## config.mk

```make
export PLATFORM = sky130hd
export DESIGN_NAME = dnc_bank
export DESIGN_NICKNAME = d
export VERILOG_FILES = /design/src/hdl/dnc_pkg.sv /design/src/hdl/dnc_bank.sv
export VERILOG_INCLUDE_DIRS = /design/src /design/src/hdl
export SDC_FILE = /design/constraint.sdc
export NUM_CORES = 1
export LEC_CHECK = 0
export ABC_AREA = 0
export BUFFER_PORTS_ARGS = -buffer_cell sky130_fd_sc_hd__buf_2
export CORE_ASPECT_RATIO = 1.25
export CORE_UTILIZATION = 30
export CTS_BUF_LIST = sky130_fd_sc_hd__clkbuf_4 sky130_fd_sc_hd__clkbuf_8
export CTS_CLUSTER_SIZE = 10
export DETAILED_ROUTE_END_ITERATION = 8
export PLACE_DENSITY_LB_ADDON = 0.2
export SLEW_MARGIN = 20
export SYNTH_ARGS = -nofsm -noshare
export SYNTH_HDL_FRONTEND = slang
export SYNTH_SLANG_ARGS = --single-unit
```

## constraint.sdc

```tcl
create_clock -name core_clk -period 5.1 [get_ports core_clk]
set_input_delay 0.51 -clock core_clk [delete_from_list [all_inputs] [get_ports core_clk]]
set_output_delay 0.51 -clock core_clk [all_outputs]
set_load 0.01 [all_outputs]
```

## src/hdl/dnc_consts.svh

```systemverilog
// Offsets, reset values and widths for the oscillator select bank
`ifndef DNC_CONSTS_SVH
`define DNC_CONSTS_SVH
`define DNC_ADDR_OSC3_UPPER   12'h00C
`define DNC_ADDR_OSC4_LOWER   12'h00D
`define DNC_ADDR_OSC4_UPPER   12'h00E
`define DNC_ADDR_PIN_SEL      12'h00F
`define DNC_ADDR_OSC_SEL      12'h010
`define DNC_ADDR_RST_POLICY   12'h011
`define DNC_ADDR_GAIN_BOOST   12'h014
`define DNC_RESET_BYTE        8'h00
`define DNC_FREQ_W            16
`define DNC_SAMPLE_W          16
`endif

```

## src/hdl/dnc_pkg.sv

```systemverilog
// Types shared by the oscillator select bank
`default_nettype none
package dnc_pkg;
  typedef enum logic [1:0] {
    DNC_POL_EVERY,
    DNC_POL_FIRST_RESYNC,
    DNC_POL_FIRST_TWO,
    DNC_POL_START_ONLY
  } dnc_policy_e;
  typedef enum logic [1:0] {
    DNC_OSC1,
    DNC_OSC2,
    DNC_OSC3,
    DNC_OSC_BAD
  } dnc_osc_e;
  typedef enum {
    DNC_ARMED,
    DNC_RUNNING,
    DNC_SECOND
  } dnc_rst_state_e;
endpackage : dnc_pkg
`default_nettype wire

```

## src/hdl/dnc_bank.sv

```systemverilog
// Oscillator selection, frame reset policy and gain configuration bank
`include "dnc_consts.svh"
`default_nettype none
module dnc_bank (
  input  wire logic                     core_clk,
  input  wire logic                     rst_n,
  input  wire logic                     reg_wr_en,
  input  wire logic                     reg_rd_en,
  input  wire logic [11:0]              reg_addr,
  input  wire logic [7:0]               reg_wdata,
  output logic      [7:0]               reg_rdata,
  output logic                          reg_rdata_valid,
  input  wire logic [15:0]              osc1_freq_word,
  input  wire logic [15:0]              osc2_freq_word,
  input  wire logic [7:0]               conv1_osc3_lower_byte,
  input  wire logic                     dual_band_en,
  input  wire logic                     high_bw_path,
  input  wire logic [1:0]               osc_gpio_pins,
  input  wire logic                     frame_reset_evt,
  input  wire logic                     conv_start,
  input  wire logic                     clk_div_resync,
  input  wire logic signed [15:0]       conv1_sample,
  output logic      [15:0]              conv1_active_freq,
  output dnc_pkg::dnc_osc_e             conv1_active_osc,
  output logic      [15:0]              conv2_freq,
  output logic                          conv2_freq_valid,
  output logic                          conv_reset,
  output logic signed [15:0]            conv1_sample_out
);
  import dnc_pkg::*;

  logic [7:0]     conv1_osc3_upper_byte_q;
  logic [7:0]     conv2_osc4_lower_byte_q;
  logic [7:0]     conv2_osc4_upper_byte_q;
  logic           osc_choice_from_pins_q;
  logic [1:0]     osc_choice_code_q;
  logic [1:0]     frame_clock_reset_policy_q;
  logic           conv1_double_gain_q;
  logic [1:0]     pins_meta_q;
  logic [1:0]     pins_sync_q;
  logic [2:0]     evt_meta_q;
  logic [2:0]     evt_sync_q;
  logic           frame_evt;
  logic           start_evt;
  logic           resync_evt;
  logic           resync_pend_q;
  dnc_rst_state_e rst_state_q;
  dnc_osc_e       sel_osc;
  logic [15:0]    sel_freq;

  function automatic logic [15:0] dnc_join(input logic [7:0] hi,
                                           input logic [7:0] lo);
    dnc_join = {hi, lo};
  endfunction : dnc_join

  // Register writes; upper unused bits are not stored, so they read zero
  always_ff @(posedge core_clk) begin
    if (!rst_n) begin
      conv1_osc3_upper_byte_q    <= `DNC_RESET_BYTE;
      conv2_osc4_lower_byte_q    <= `DNC_RESET_BYTE;
      conv2_osc4_upper_byte_q    <= `DNC_RESET_BYTE;
      osc_choice_from_pins_q     <= 1'b0;
      osc_choice_code_q          <= 2'b00;
      frame_clock_reset_policy_q <= 2'b00;
      conv1_double_gain_q        <= 1'b0;
    end else if (reg_wr_en) begin
      unique case (reg_addr)
        `DNC_ADDR_OSC3_UPPER: conv1_osc3_upper_byte_q <= reg_wdata;
        `DNC_ADDR_OSC4_LOWER: conv2_osc4_lower_byte_q <= reg_wdata;
        `DNC_ADDR_OSC4_UPPER: conv2_osc4_upper_byte_q <= reg_wdata;
        `DNC_ADDR_PIN_SEL:    osc_choice_from_pins_q  <= reg_wdata[0];
        `DNC_ADDR_OSC_SEL:    osc_choice_code_q       <= reg_wdata[1:0];
        `DNC_ADDR_RST_POLICY: frame_clock_reset_policy_q <= reg_wdata[1:0];
        `DNC_ADDR_GAIN_BOOST: conv1_double_gain_q     <= reg_wdata[0];
        default: ;
      endcase
    end
  end

  // Read data registered one cycle after the strobe; unmapped reads zero
  always_ff @(posedge core_clk) begin
    if (!rst_n) begin
      reg_rdata       <= 8'h00;
      reg_rdata_valid <= 1'b0;
    end else begin
      reg_rdata_valid <= reg_rd_en;
      if (reg_rd_en) begin
        unique case (reg_addr)
          `DNC_ADDR_OSC3_UPPER: reg_rdata <= conv1_osc3_upper_byte_q;
          `DNC_ADDR_OSC4_LOWER: reg_rdata <= conv2_osc4_lower_byte_q;
          `DNC_ADDR_OSC4_UPPER: reg_rdata <= conv2_osc4_upper_byte_q;
          `DNC_ADDR_PIN_SEL:    reg_rdata <= {7'h00, osc_choice_from_pins_q};
          `DNC_ADDR_OSC_SEL:    reg_rdata <= {6'h00, osc_choice_code_q};
          `DNC_ADDR_RST_POLICY:
            reg_rdata <= {6'h00, frame_clock_reset_policy_q};
          `DNC_ADDR_GAIN_BOOST: reg_rdata <= {7'h00, conv1_double_gain_q};
          default:              reg_rdata <= 8'h00;
        endcase
      end
    end
  end

  // Pins and event strobes come from outside the clock domain
  always_ff @(posedge core_clk) begin
    if (!rst_n) begin
      pins_meta_q <= 2'b00;
      pins_sync_q <= 2'b00;
      evt_meta_q  <= 3'b000;
      evt_sync_q  <= 3'b000;
    end else begin
      pins_meta_q <= osc_gpio_pins;
      pins_sync_q <= pins_meta_q;
      evt_meta_q  <= {clk_div_resync, conv_start, frame_reset_evt};
      evt_sync_q  <= evt_meta_q;
    end
  end

  assign frame_evt  = evt_sync_q[0];
  assign start_evt  = evt_sync_q[1];
  assign resync_evt = evt_sync_q[2];

  // Oscillator choice; code 11 is undefined and falls back to oscillator 1
  always_comb begin
    sel_osc = osc_choice_from_pins_q ? dnc_osc_e'(pins_sync_q)
                                     : dnc_osc_e'(osc_choice_code_q);
    unique case (sel_osc)
      DNC_OSC1: sel_freq = osc1_freq_word;
      DNC_OSC2: sel_freq = osc2_freq_word;
      DNC_OSC3: sel_freq = dnc_join(conv1_osc3_upper_byte_q,
                                    conv1_osc3_lower_byte);
      default: begin
        sel_freq = osc1_freq_word;
        sel_osc  = DNC_OSC1;
      end
    endcase
  end

  always_ff @(posedge core_clk) begin
    if (!rst_n) begin
      conv1_active_freq <= 16'h0000;
      conv1_active_osc  <= DNC_OSC1;
      conv2_freq        <= 16'h0000;
      conv2_freq_valid  <= 1'b0;
    end else begin
      conv1_active_freq <= sel_freq;
      conv1_active_osc  <= sel_osc;
      // Band two word only matters in dual-band operation
      conv2_freq <= dual_band_en ?
                    dnc_join(conv2_osc4_upper_byte_q,
                             conv2_osc4_lower_byte_q) : 16'h0000;
      conv2_freq_valid <= dual_band_en;
    end
  end

  // Frame reset policy: armed after start, one reset, then per policy
  always_ff @(posedge core_clk) begin
    if (!rst_n) begin
      rst_state_q   <= DNC_ARMED;
      resync_pend_q <= 1'b0;
      conv_reset    <= 1'b0;
    end else begin
      conv_reset <= 1'b0;
      if (resync_evt) begin
        resync_pend_q <= 1'b1;
      end
      unique case (dnc_policy_e'(frame_clock_reset_policy_q))
        DNC_POL_EVERY: begin
          conv_reset  <= frame_evt;
          rst_state_q <= DNC_ARMED;
        end
        DNC_POL_START_ONLY: begin
          // Frame resets ignored; latency then not deterministic
          conv_reset  <= start_evt;
          rst_state_q <= DNC_ARMED;
        end
        default: begin
          if (start_evt) begin
            rst_state_q   <= DNC_ARMED;
            resync_pend_q <= 1'b0;
          end else if (frame_evt) begin
            unique case (rst_state_q)
              DNC_ARMED: begin
                conv_reset  <= 1'b1;
                rst_state_q <= DNC_RUNNING;
              end
              DNC_RUNNING: begin
                if (resync_pend_q) begin
                  conv_reset    <= 1'b1;
                  resync_pend_q <= resync_evt;
                  if (frame_clock_reset_policy_q == 2'b10) begin
                    rst_state_q <= DNC_SECOND;
                  end
                end
              end
              DNC_SECOND: begin
                conv_reset  <= 1'b1;
                rst_state_q <= DNC_RUNNING;
              end
            endcase
          end
        end
      endcase
    end
  end

  // Doubling saturates; suppressed on the high-bandwidth filter path
  always_ff @(posedge core_clk) begin
    if (!rst_n) begin
      conv1_sample_out <= 16'sh0000;
    end else if (conv1_double_gain_q && !high_bw_path) begin
      if (conv1_sample[15] != conv1_sample[14]) begin
        conv1_sample_out <= conv1_sample[15] ? 16'sh8000 : 16'sh7FFF;
      end else begin
        conv1_sample_out <= {conv1_sample[14:0], 1'b0};
      end
    end else begin
      conv1_sample_out <= conv1_sample;
    end
  end
endmodule : dnc_bank
`default_nettype wire

```

==> results of run 1 <==
routing by layer:
metal | share of wire [%] | GRT usage [%] | routed length [microns]
met3 | 5.8 | 4.44 | 636
met5 | 0 | 0 | 0
met2 | 51 | 25.9 | 5590
met4 | 1.7 | 5.71 | 187
met1 | 42 | 17.4 | 4620
state kept, by name (all words and copies together), names as in the netlist, 3 cells and up:
signal,cells
conv1_osc3_upper_byte_q,8
reg_rdata,8
conv2_osc4_upper_byte_q,8
conv1_sample_out,16
evt_sync_q,3
conv1_active_freq,16
conv2_osc4_lower_byte_q,8
conv2_freq,16
evt_meta_q,3
worst paths after layout:
| path | end | slack [ns] | cells after the start |
|---|---|---|---|
| worst max-delay path | conv1_active_freq[15] | 2.89 | 5 |
| worst min register to register | evt_sync_q[1] | 0.44 | 1 |
| worst max register to register | conv1_active_freq[15] | 2.89 | 5 |
| worst min-delay path | pins_meta_q[1] | 0.34 | 2 |
cells in the mapped netlist, types with 2 or more instances:
cell                         n
sky130_fd_sc_hd__a22oi_1    19
sky130_fd_sc_hd__nand4_2     2
sky130_fd_sc_hd__o21ai_0    48
sky130_fd_sc_hd__nor2_1     20
sky130_fd_sc_hd__and3_1     17
sky130_fd_sc_hd__buf_2       3
sky130_fd_sc_hd__clkbuf_1   25
sky130_fd_sc_hd__dfxtp_1   104
sky130_fd_sc_hd__mux2i_1    34
sky130_fd_sc_hd__nand2_1    38
sky130_fd_sc_hd__nand3b_1    2
sky130_fd_sc_hd__nand4_1     5
sky130_fd_sc_hd__nor3b_1     3
sky130_fd_sc_hd__nand2b_1    2
sky130_fd_sc_hd__nor2b_1    29
sky130_fd_sc_hd__and3b_1     4
sky130_fd_sc_hd__inv_1       7
sky130_fd_sc_hd__o211a_1     2
sky130_fd_sc_hd__nor3_1      4
sky130_fd_sc_hd__a21oi_1    18
sky130_fd_sc_hd__a22o_1      6
sky130_fd_sc_hd__and2_1     27
sky130_fd_sc_hd__ha_1        9
sky130_fd_sc_hd__nand3_1     9
kinds of logic after synthesis:
| kind of cell | synth area share, % |
|---|---|
| adder cells (fa/ha/maj) | 2.65 |
| multiplexers | 8.53 |
| flip-flops | 49.0 |
| buffers and inverters | 4.06 |
| AO/OA/AOI/OAI | 13.5 |
| AND/OR/NAND/NOR | 22.2 |
area by class of cell:
type	count	area, sq um
Multi-Input combinational cell	309	2000
Fill cell	1438	8550
Clock buffer	10	138
Tap cell	175	219
Inverter	7	26.3
Sequential cell	104	2080
Clock inverter	6	50.0
Timing Repair Buffer	149	751
worst max-delay path, stage by stage, from the launching register on:
cell and delay [ns]:
sky130_fd_sc_hd__dfxtp_1 0.43, sky130_fd_sc_hd__mux2i_1 0.32, sky130_fd_sc_hd__inv_1 0.10, sky130_fd_sc_hd__ha_1 0.84, sky130_fd_sc_hd__o21ai_0 0.22, sky130_fd_sc_hd__and2_1 0.20
power by group:
group          internal, uW  total [uW]  switching [uW]
registers               830         835            5.36
clock network           197         497             300
logic                  55.9         122            66.2
stage by stage:
step / instance area (sq um) / util [%]
detailed placement: 5070 / 36.7
finish: 5270 / 38.1
global route: 5270 / 38.1
floorplan: 4250 / -
global placement: 5070 / 36.7
CTS: 5260 / 38.1
cells in the final DEF (no fill, tap or decap), drive strengths merged, types with 2 or more instances in the layout:
master	instances
nand3	10
nand3b	2
nand2b	2
and3b	4
nand2	38
nand4	7
buf	149
nor2b	29
a22o	6
clkbuf	10
ha	9
mux2i	34
inv	9
nor2	20
clkinv	3
and2	27
a22oi	19
o211a	2
dfxtp	104
nor3b	3
nor3	4
a21oi	18
and3	17
o21ai	48
==> results.py, run 1 <==
metrics = {
    "run_status": {
        "run_status": "finished, final reports clean",
    },
    "clock_network": {
        "number_of_buffers_inserted_for_hold_repair_after_clock_tree_synthesis": 0,
        "clk_pin_slew_worst_paths_ns": 0.11,
        "postCtsSetupBuffers": 0,
        "ctsRootBufferMaster": "sky130_fd_sc_hd__clkbuf_8",
        "cts_sinks": 104,
        "clk_path_buf_depth": 2,
        "htreeDepth": 3,
        "post_cts_resize_count": 0,
        "cts-buffers-inserted": 9,
        "cts_tree": "done",
        "clk_latency_ns": 0.37,
    },
    "timing": {
        "hold_viol": 0,
        "tightestPinTransition_ns": 0.881,
        "setup_total_negative_slack_ns": 0,
        "timing.final.crit_period_ns": 2.21,
        "setup_ws_ns": 2.89,
        "worst_hold_margin_ns": 0.340,
        "layout_worst_path_cycle_share_pct": 43.3,
        "max_slew_violations": 0,
        "finalSetupViolCount": 0,
        "fmax_mhz": 452,
        "rsz0062_at_grt": "no",
        "max_slew_margin_pct": 40.9,
        "finalClockSkew_ns": 0.0166,
    },
    "synthesis": {
        "syn-cell-area_sq_um": 4250,
        "nets_in_the_synthesized_netlist": 548,
        "synth.area.top_cells": "sky130_fd_sc_hd__dfxtp_1 49%, sky130_fd_sc_hd__mux2i_1 8.0%, sky130_fd_sc_hd__o21ai_0 5.7%",
        "fraction_of_registers_with_async_set_or_reset_after_synthesis_pct": 0,
        "yosysUniqueCellTypes": 39,
        "synth_register_bits": 104,
        "average_instance_area_after_synthesis_sq_um": 9.41,
        "synth_ff_type": "sky130_fd_sc_hd__dfxtp_1",
        "synthCells": 452,
        "synth_top_area_share_pct": 49.0,
        "synth_edf_count": 0,
        "synth-warning-count": 0,
        "synthDominantAreaCellType": "sky130_fd_sc_hd__dfxtp_1",
        "sequential_area_share_after_synthesis_pct": 49.0,
    },
    "cells_and_area": {
        "area_growth_pct": 23.8,
        "design.final.nets": 676,
        "post_layout_nonfiller_instances": 760,
        "antenna_cells": 0,
        "ratio_of_cells_with_drive_above_1_in_the_final_layout_pct": 29.2,
    },
    "route": {
        "routed_wirelength_mm": 11.0,
        "drt_drc_violations_left": 0,
        "detailroute.via_count": 3615,
        "drt-vias-per-instance": 4.76,
        "drt-pass1-iter-count": 4,
        "remaining_antenna_violation_count": 0,
        "wire_per_inst_microns": 14.5,
        "drt_iter0_drcs": 156,
    },
    "place": {
        "dpl.cell_count": 744,
        "place.port_buffers": 147,
        "place_ws_ns": 2.65,
        "place_hpwl_mm": 8.00,
        "gp_congestion": 0.783,
    },
    "grt": {
        "grt_antenna_before_repair": 0,
        "grt_start_max_net_pins": 79,
        "first_pass_grt_wire_length_mm": 16.9,
        "globalRouteTotalUtil_pct": 15.1,
        "grt.overflow.total": 0,
        "vias_in_the_first_global_route": 3425,
    },
    "worst_setup_path": {
        "category_of_the_critical_setup_timing_path": "reg -> reg",
        "worstReg2RegStart": "osc_choice_from_pins_q",
        "crit_fanout": 32,
        "end_kind": "flip-flop",
        "worst_setup_path_start_kind": "flip-flop",
        "setup.worst_path.start": "osc_choice_from_pins_q",
        "critical_path_arrival_ns": 2.49,
        "worst_ep_required_time_ns": 5.38,
    },
    "power": {
        "p_total_uw": 1450,
        "total_leakage_power_uw": 0.00257,
        "power_density_nw_per_um2": 276,
        "ir_drop_v": 0.000108,
    },
    "floorplan": {
        "row_count": 48,
        "vertical_die_dimension_microns": 135,
        "floorplan.die_area_sq_um": 14700,
        "initial_core_util_pct": 30.8,
        "chip_width_microns": 108,
        "pin_count": 148,
        "core-area_sq_um": 13800,
    },
    "hold_path": {
        "worst_hold_path_type": "in -> reg",
        "hold_path_startpoint": "osc_gpio_pins[1]",
    },
    "job": {
        "max_cap_viol_count": 0,
    },
}
Note: power is estimated with default switching activity, not from simulation.
==> run 2, diff against run 1 <==
==> constraint.sdc (replaced) <==
create_clock -name core_clk -period 1.8 [get_ports core_clk]
set_input_delay 0.18 -clock core_clk [delete_from_list [all_inputs] [get_ports core_clk]]
set_output_delay 0.18 -clock core_clk [all_outputs]
set_load 0.01 [all_outputs]
==> results.py, run 2 (synthesized netlist as in run 1, its figures left out) <==
metrics = {
    "grt": {
        "vias_in_the_first_global_route": 3632,
        "grt.overflow.total": 0,
        "global_route.usage.met2_pct": 27.3,
        "grt.met1_usage_pct": 17.0,
        "grt_start_max_net_pins": 80,
        "first_pass_grt_wire_length_mm": 17.6,
        "globalRouteTotalUtil_pct": 15.8,
        "grt_antenna_before_repair": 0,
        "groute.layer.met3.usage_pct": 4.20,
        "grt-busiest-layer": "met2",
    },
    "cells_and_area": {
        "layout_top_registers": "conv1_active_freq x16, conv1_sample_out x16, conv2_freq x16",
        "leading_cell_type_in_the_layout_fill_and_taps_excluded": "sky130_fd_sc_hd__buf_2",
        "layout.filler_cells": 1447,
        "area_growth_pct": 27.2,
        "design.final.nets": 690,
        "sequential_standard_cell_area_sq_um": 2080,
        "antenna_cells": 0,
        "final_cell_mix": "147 x sky130_fd_sc_hd__buf_2, 103 x sky130_fd_sc_hd__dfxtp_1, 48 x sky130_fd_sc_hd__o21ai_0",
        "finalInstanceArea_sq_um": 5410,
        "ratio_of_cells_with_drive_above_1_in_the_final_layout_pct": 30.9,
        "post_layout_nonfiller_instances": 774,
        "multiInputGateArea_sq_um": 2010,
    },
    "floorplan": {
        "row_count": 48,
        "floorplan.die_area_sq_um": 14700,
        "chip_width_microns": 108,
        "vertical_die_dimension_microns": 135,
        "core-area_sq_um": 13800,
        "pin_count": 148,
        "initial_core_util_pct": 30.8,
    },
    "worst_setup_path": {
        "crit_fanout": 16,
        "end_kind": "flip-flop",
        "critical-path-top-delay-family": "flip-flops",
        "ff2ff_setup_slack_ns": 0.14,
        "worst_setup_path_start_kind": "flip-flop",
        "crit_path_max_incr_delay_ns": 0.40,
        "slowest_stage": "sky130_fd_sc_hd__dfxtp_2",
        "critPathBufInv": 1,
        "category_of_the_critical_setup_timing_path": "reg -> reg",
        "critical_path_arrival_ns": 1.94,
        "worstPathCellList": "mux2i_2 -> inv_1 -> ha_2 -> a22oi_1 -> o21ai_0 -> and2_1",
        "worst_ep_required_time_ns": 2.07,
    },
    "timing": {
        "tightestPinTransition_ns": 0.457,
        "worst_hold_margin_ns": 0.0294,
        "max_slew_margin_pct": 69.4,
        "finalClockSkew_ns": 0.0112,
        "finalSetupViolCount": 0,
        "setup_ws_ns": 0.136,
        "rsz0062_at_grt": "no",
        "hold_viol": 0,
        "layout_worst_path_cycle_share_pct": 92.4,
        "fmax_mhz": 601,
        "max_slew_violations": 0,
        "timing.final.crit_period_ns": 1.66,
    },
    "route": {
        "drt-pass1-iter-count": 4,
        "drt_drc_violations_left": 0,
        "wire_per_inst_microns": 14.6,
        "drt-vias-per-instance": 4.70,
        "drt_iter0_drcs": 149,
        "routed_wirelength_mm": 11.3,
        "remaining_antenna_violation_count": 0,
        "detailroute.via_count": 3635,
    },
    "power": {
        "ir_drop_v": 0.000396,
        "power.internal_uw": 3050,
        "power_frac_clock_pct": 33.0,
        "power_density_nw_per_um2": 755,
        "switching_power_uw": 1030,
        "power.share.combinational_pct": 9.0,
        "power.share.switching_pct": 25.3,
        "total_leakage_power_uw": 0.00264,
        "pwr-share-seq_pct": 58.0,
    },
    "clock_network": {
        "clk_path_buf_depth": 2,
        "cts-buffers-inserted": 9,
        "ctsRootBufferMaster": "sky130_fd_sc_hd__clkbuf_8",
        "clk_latency_ns": 0.38,
        "htreeDepth": 3,
        "cts_sinks": 104,
        "clk_pin_slew_worst_paths_ns": 0.09,
        "cts_tree": "done",
        "postCtsSetupBuffers": 0,
    },
    "place": {
        "gp_congestion": 0.755,
        "place_ws_ns": -0.0864,
        "place_hpwl_mm": 8.25,
        "dpl.cell_count": 754,
        "place.port_buffers": 147,
        "dpl-instance-area_sq_um": 5170,
    },
    "job": {
        "max_cap_viol_count": 0,
    },
    "run_status": {
        "run_status": "finished, final reports clean",
    },
    "hold_path": {
        "worst_hold_path_type": "in -> reg",
    },
}
## run 2: what timing repair did
action                                 in CTS  in global routing
setup endpoints to repair                  16                 16
resized for setup                           2                  3
hold buffers                                4                  0
endpoints found under the hold margin       4                  0
## run 2: power groups by stage
stage / Sequential (uW) / Clock, uW / Combinational [uW]
2_1_floorplan: 2440 / 0 / 146
4_1_cts: 2370 / 1410 / 373
6_report: 2370 / 1350 / 369
3_3_place_gp: 2420 / 0 / 362
5_1_grt: 2370 / 1500 / 410
3_5_place_dp: 2420 / 0 / 366
## run 2: cell type report
type / instances / share of cell area (%)
Sequential cell: 104 / 38.5
Multi-Input combinational cell: 309 / 37.2
Timing Repair Buffer: 163 / 16.5
Tap cell: 175 / 4.05
Clock buffer: 10 / 2.43
Clock inverter: 6 / 0.856
Inverter: 7 / 0.486
## run 2: path summary, 6_finish.rpt
| path | start | end | depth (start not counted) |
|---|---|---|---|
| setup / recovery | osc_choice_from_pins_q | conv1_active_freq[11] | 6 |
| hold / removal | osc_gpio_pins[0] | pins_meta_q[0] | 2 |
| setup reg to reg | osc_choice_from_pins_q | conv1_active_freq[11] | 6 |
| hold reg to reg | pins_meta_q[0] | pins_sync_q[0] | 1 |
## run 2: per-stage QoR
| step | total power, uW | TNS (ns) | utilization, % |
|---|---|---|---|
| 2_1_floorplan | 2590 | 0 | - |
| 3_3_place_gp | 2780 | 0 | 37.5 |
| 3_5_place_dp | 2790 | -0.679 | 37.5 |
| 4_1_cts | 4150 | 0 | 39.1 |
| 5_1_grt | 4290 | 0 | 39.1 |
| 6_report | 4080 | 0 | 39.1 |
## run 2: worst register-to-register path, cell delays in order (launching register included)
cell and delay (ns):
sky130_fd_sc_hd__dfxtp_2 0.40, sky130_fd_sc_hd__mux2i_2 0.28, sky130_fd_sc_hd__inv_1 0.10, sky130_fd_sc_hd__ha_2 0.29, sky130_fd_sc_hd__a22oi_1 0.25, sky130_fd_sc_hd__o21ai_0 0.10, sky130_fd_sc_hd__and2_1 0.15
## run 2: per-layer routing
metal,vias to the layer above,wire length (microns)
li1,1847,-
met1,1654,4550
met2,107,5670
met3,27,649
met4,0,422
met5,-,0
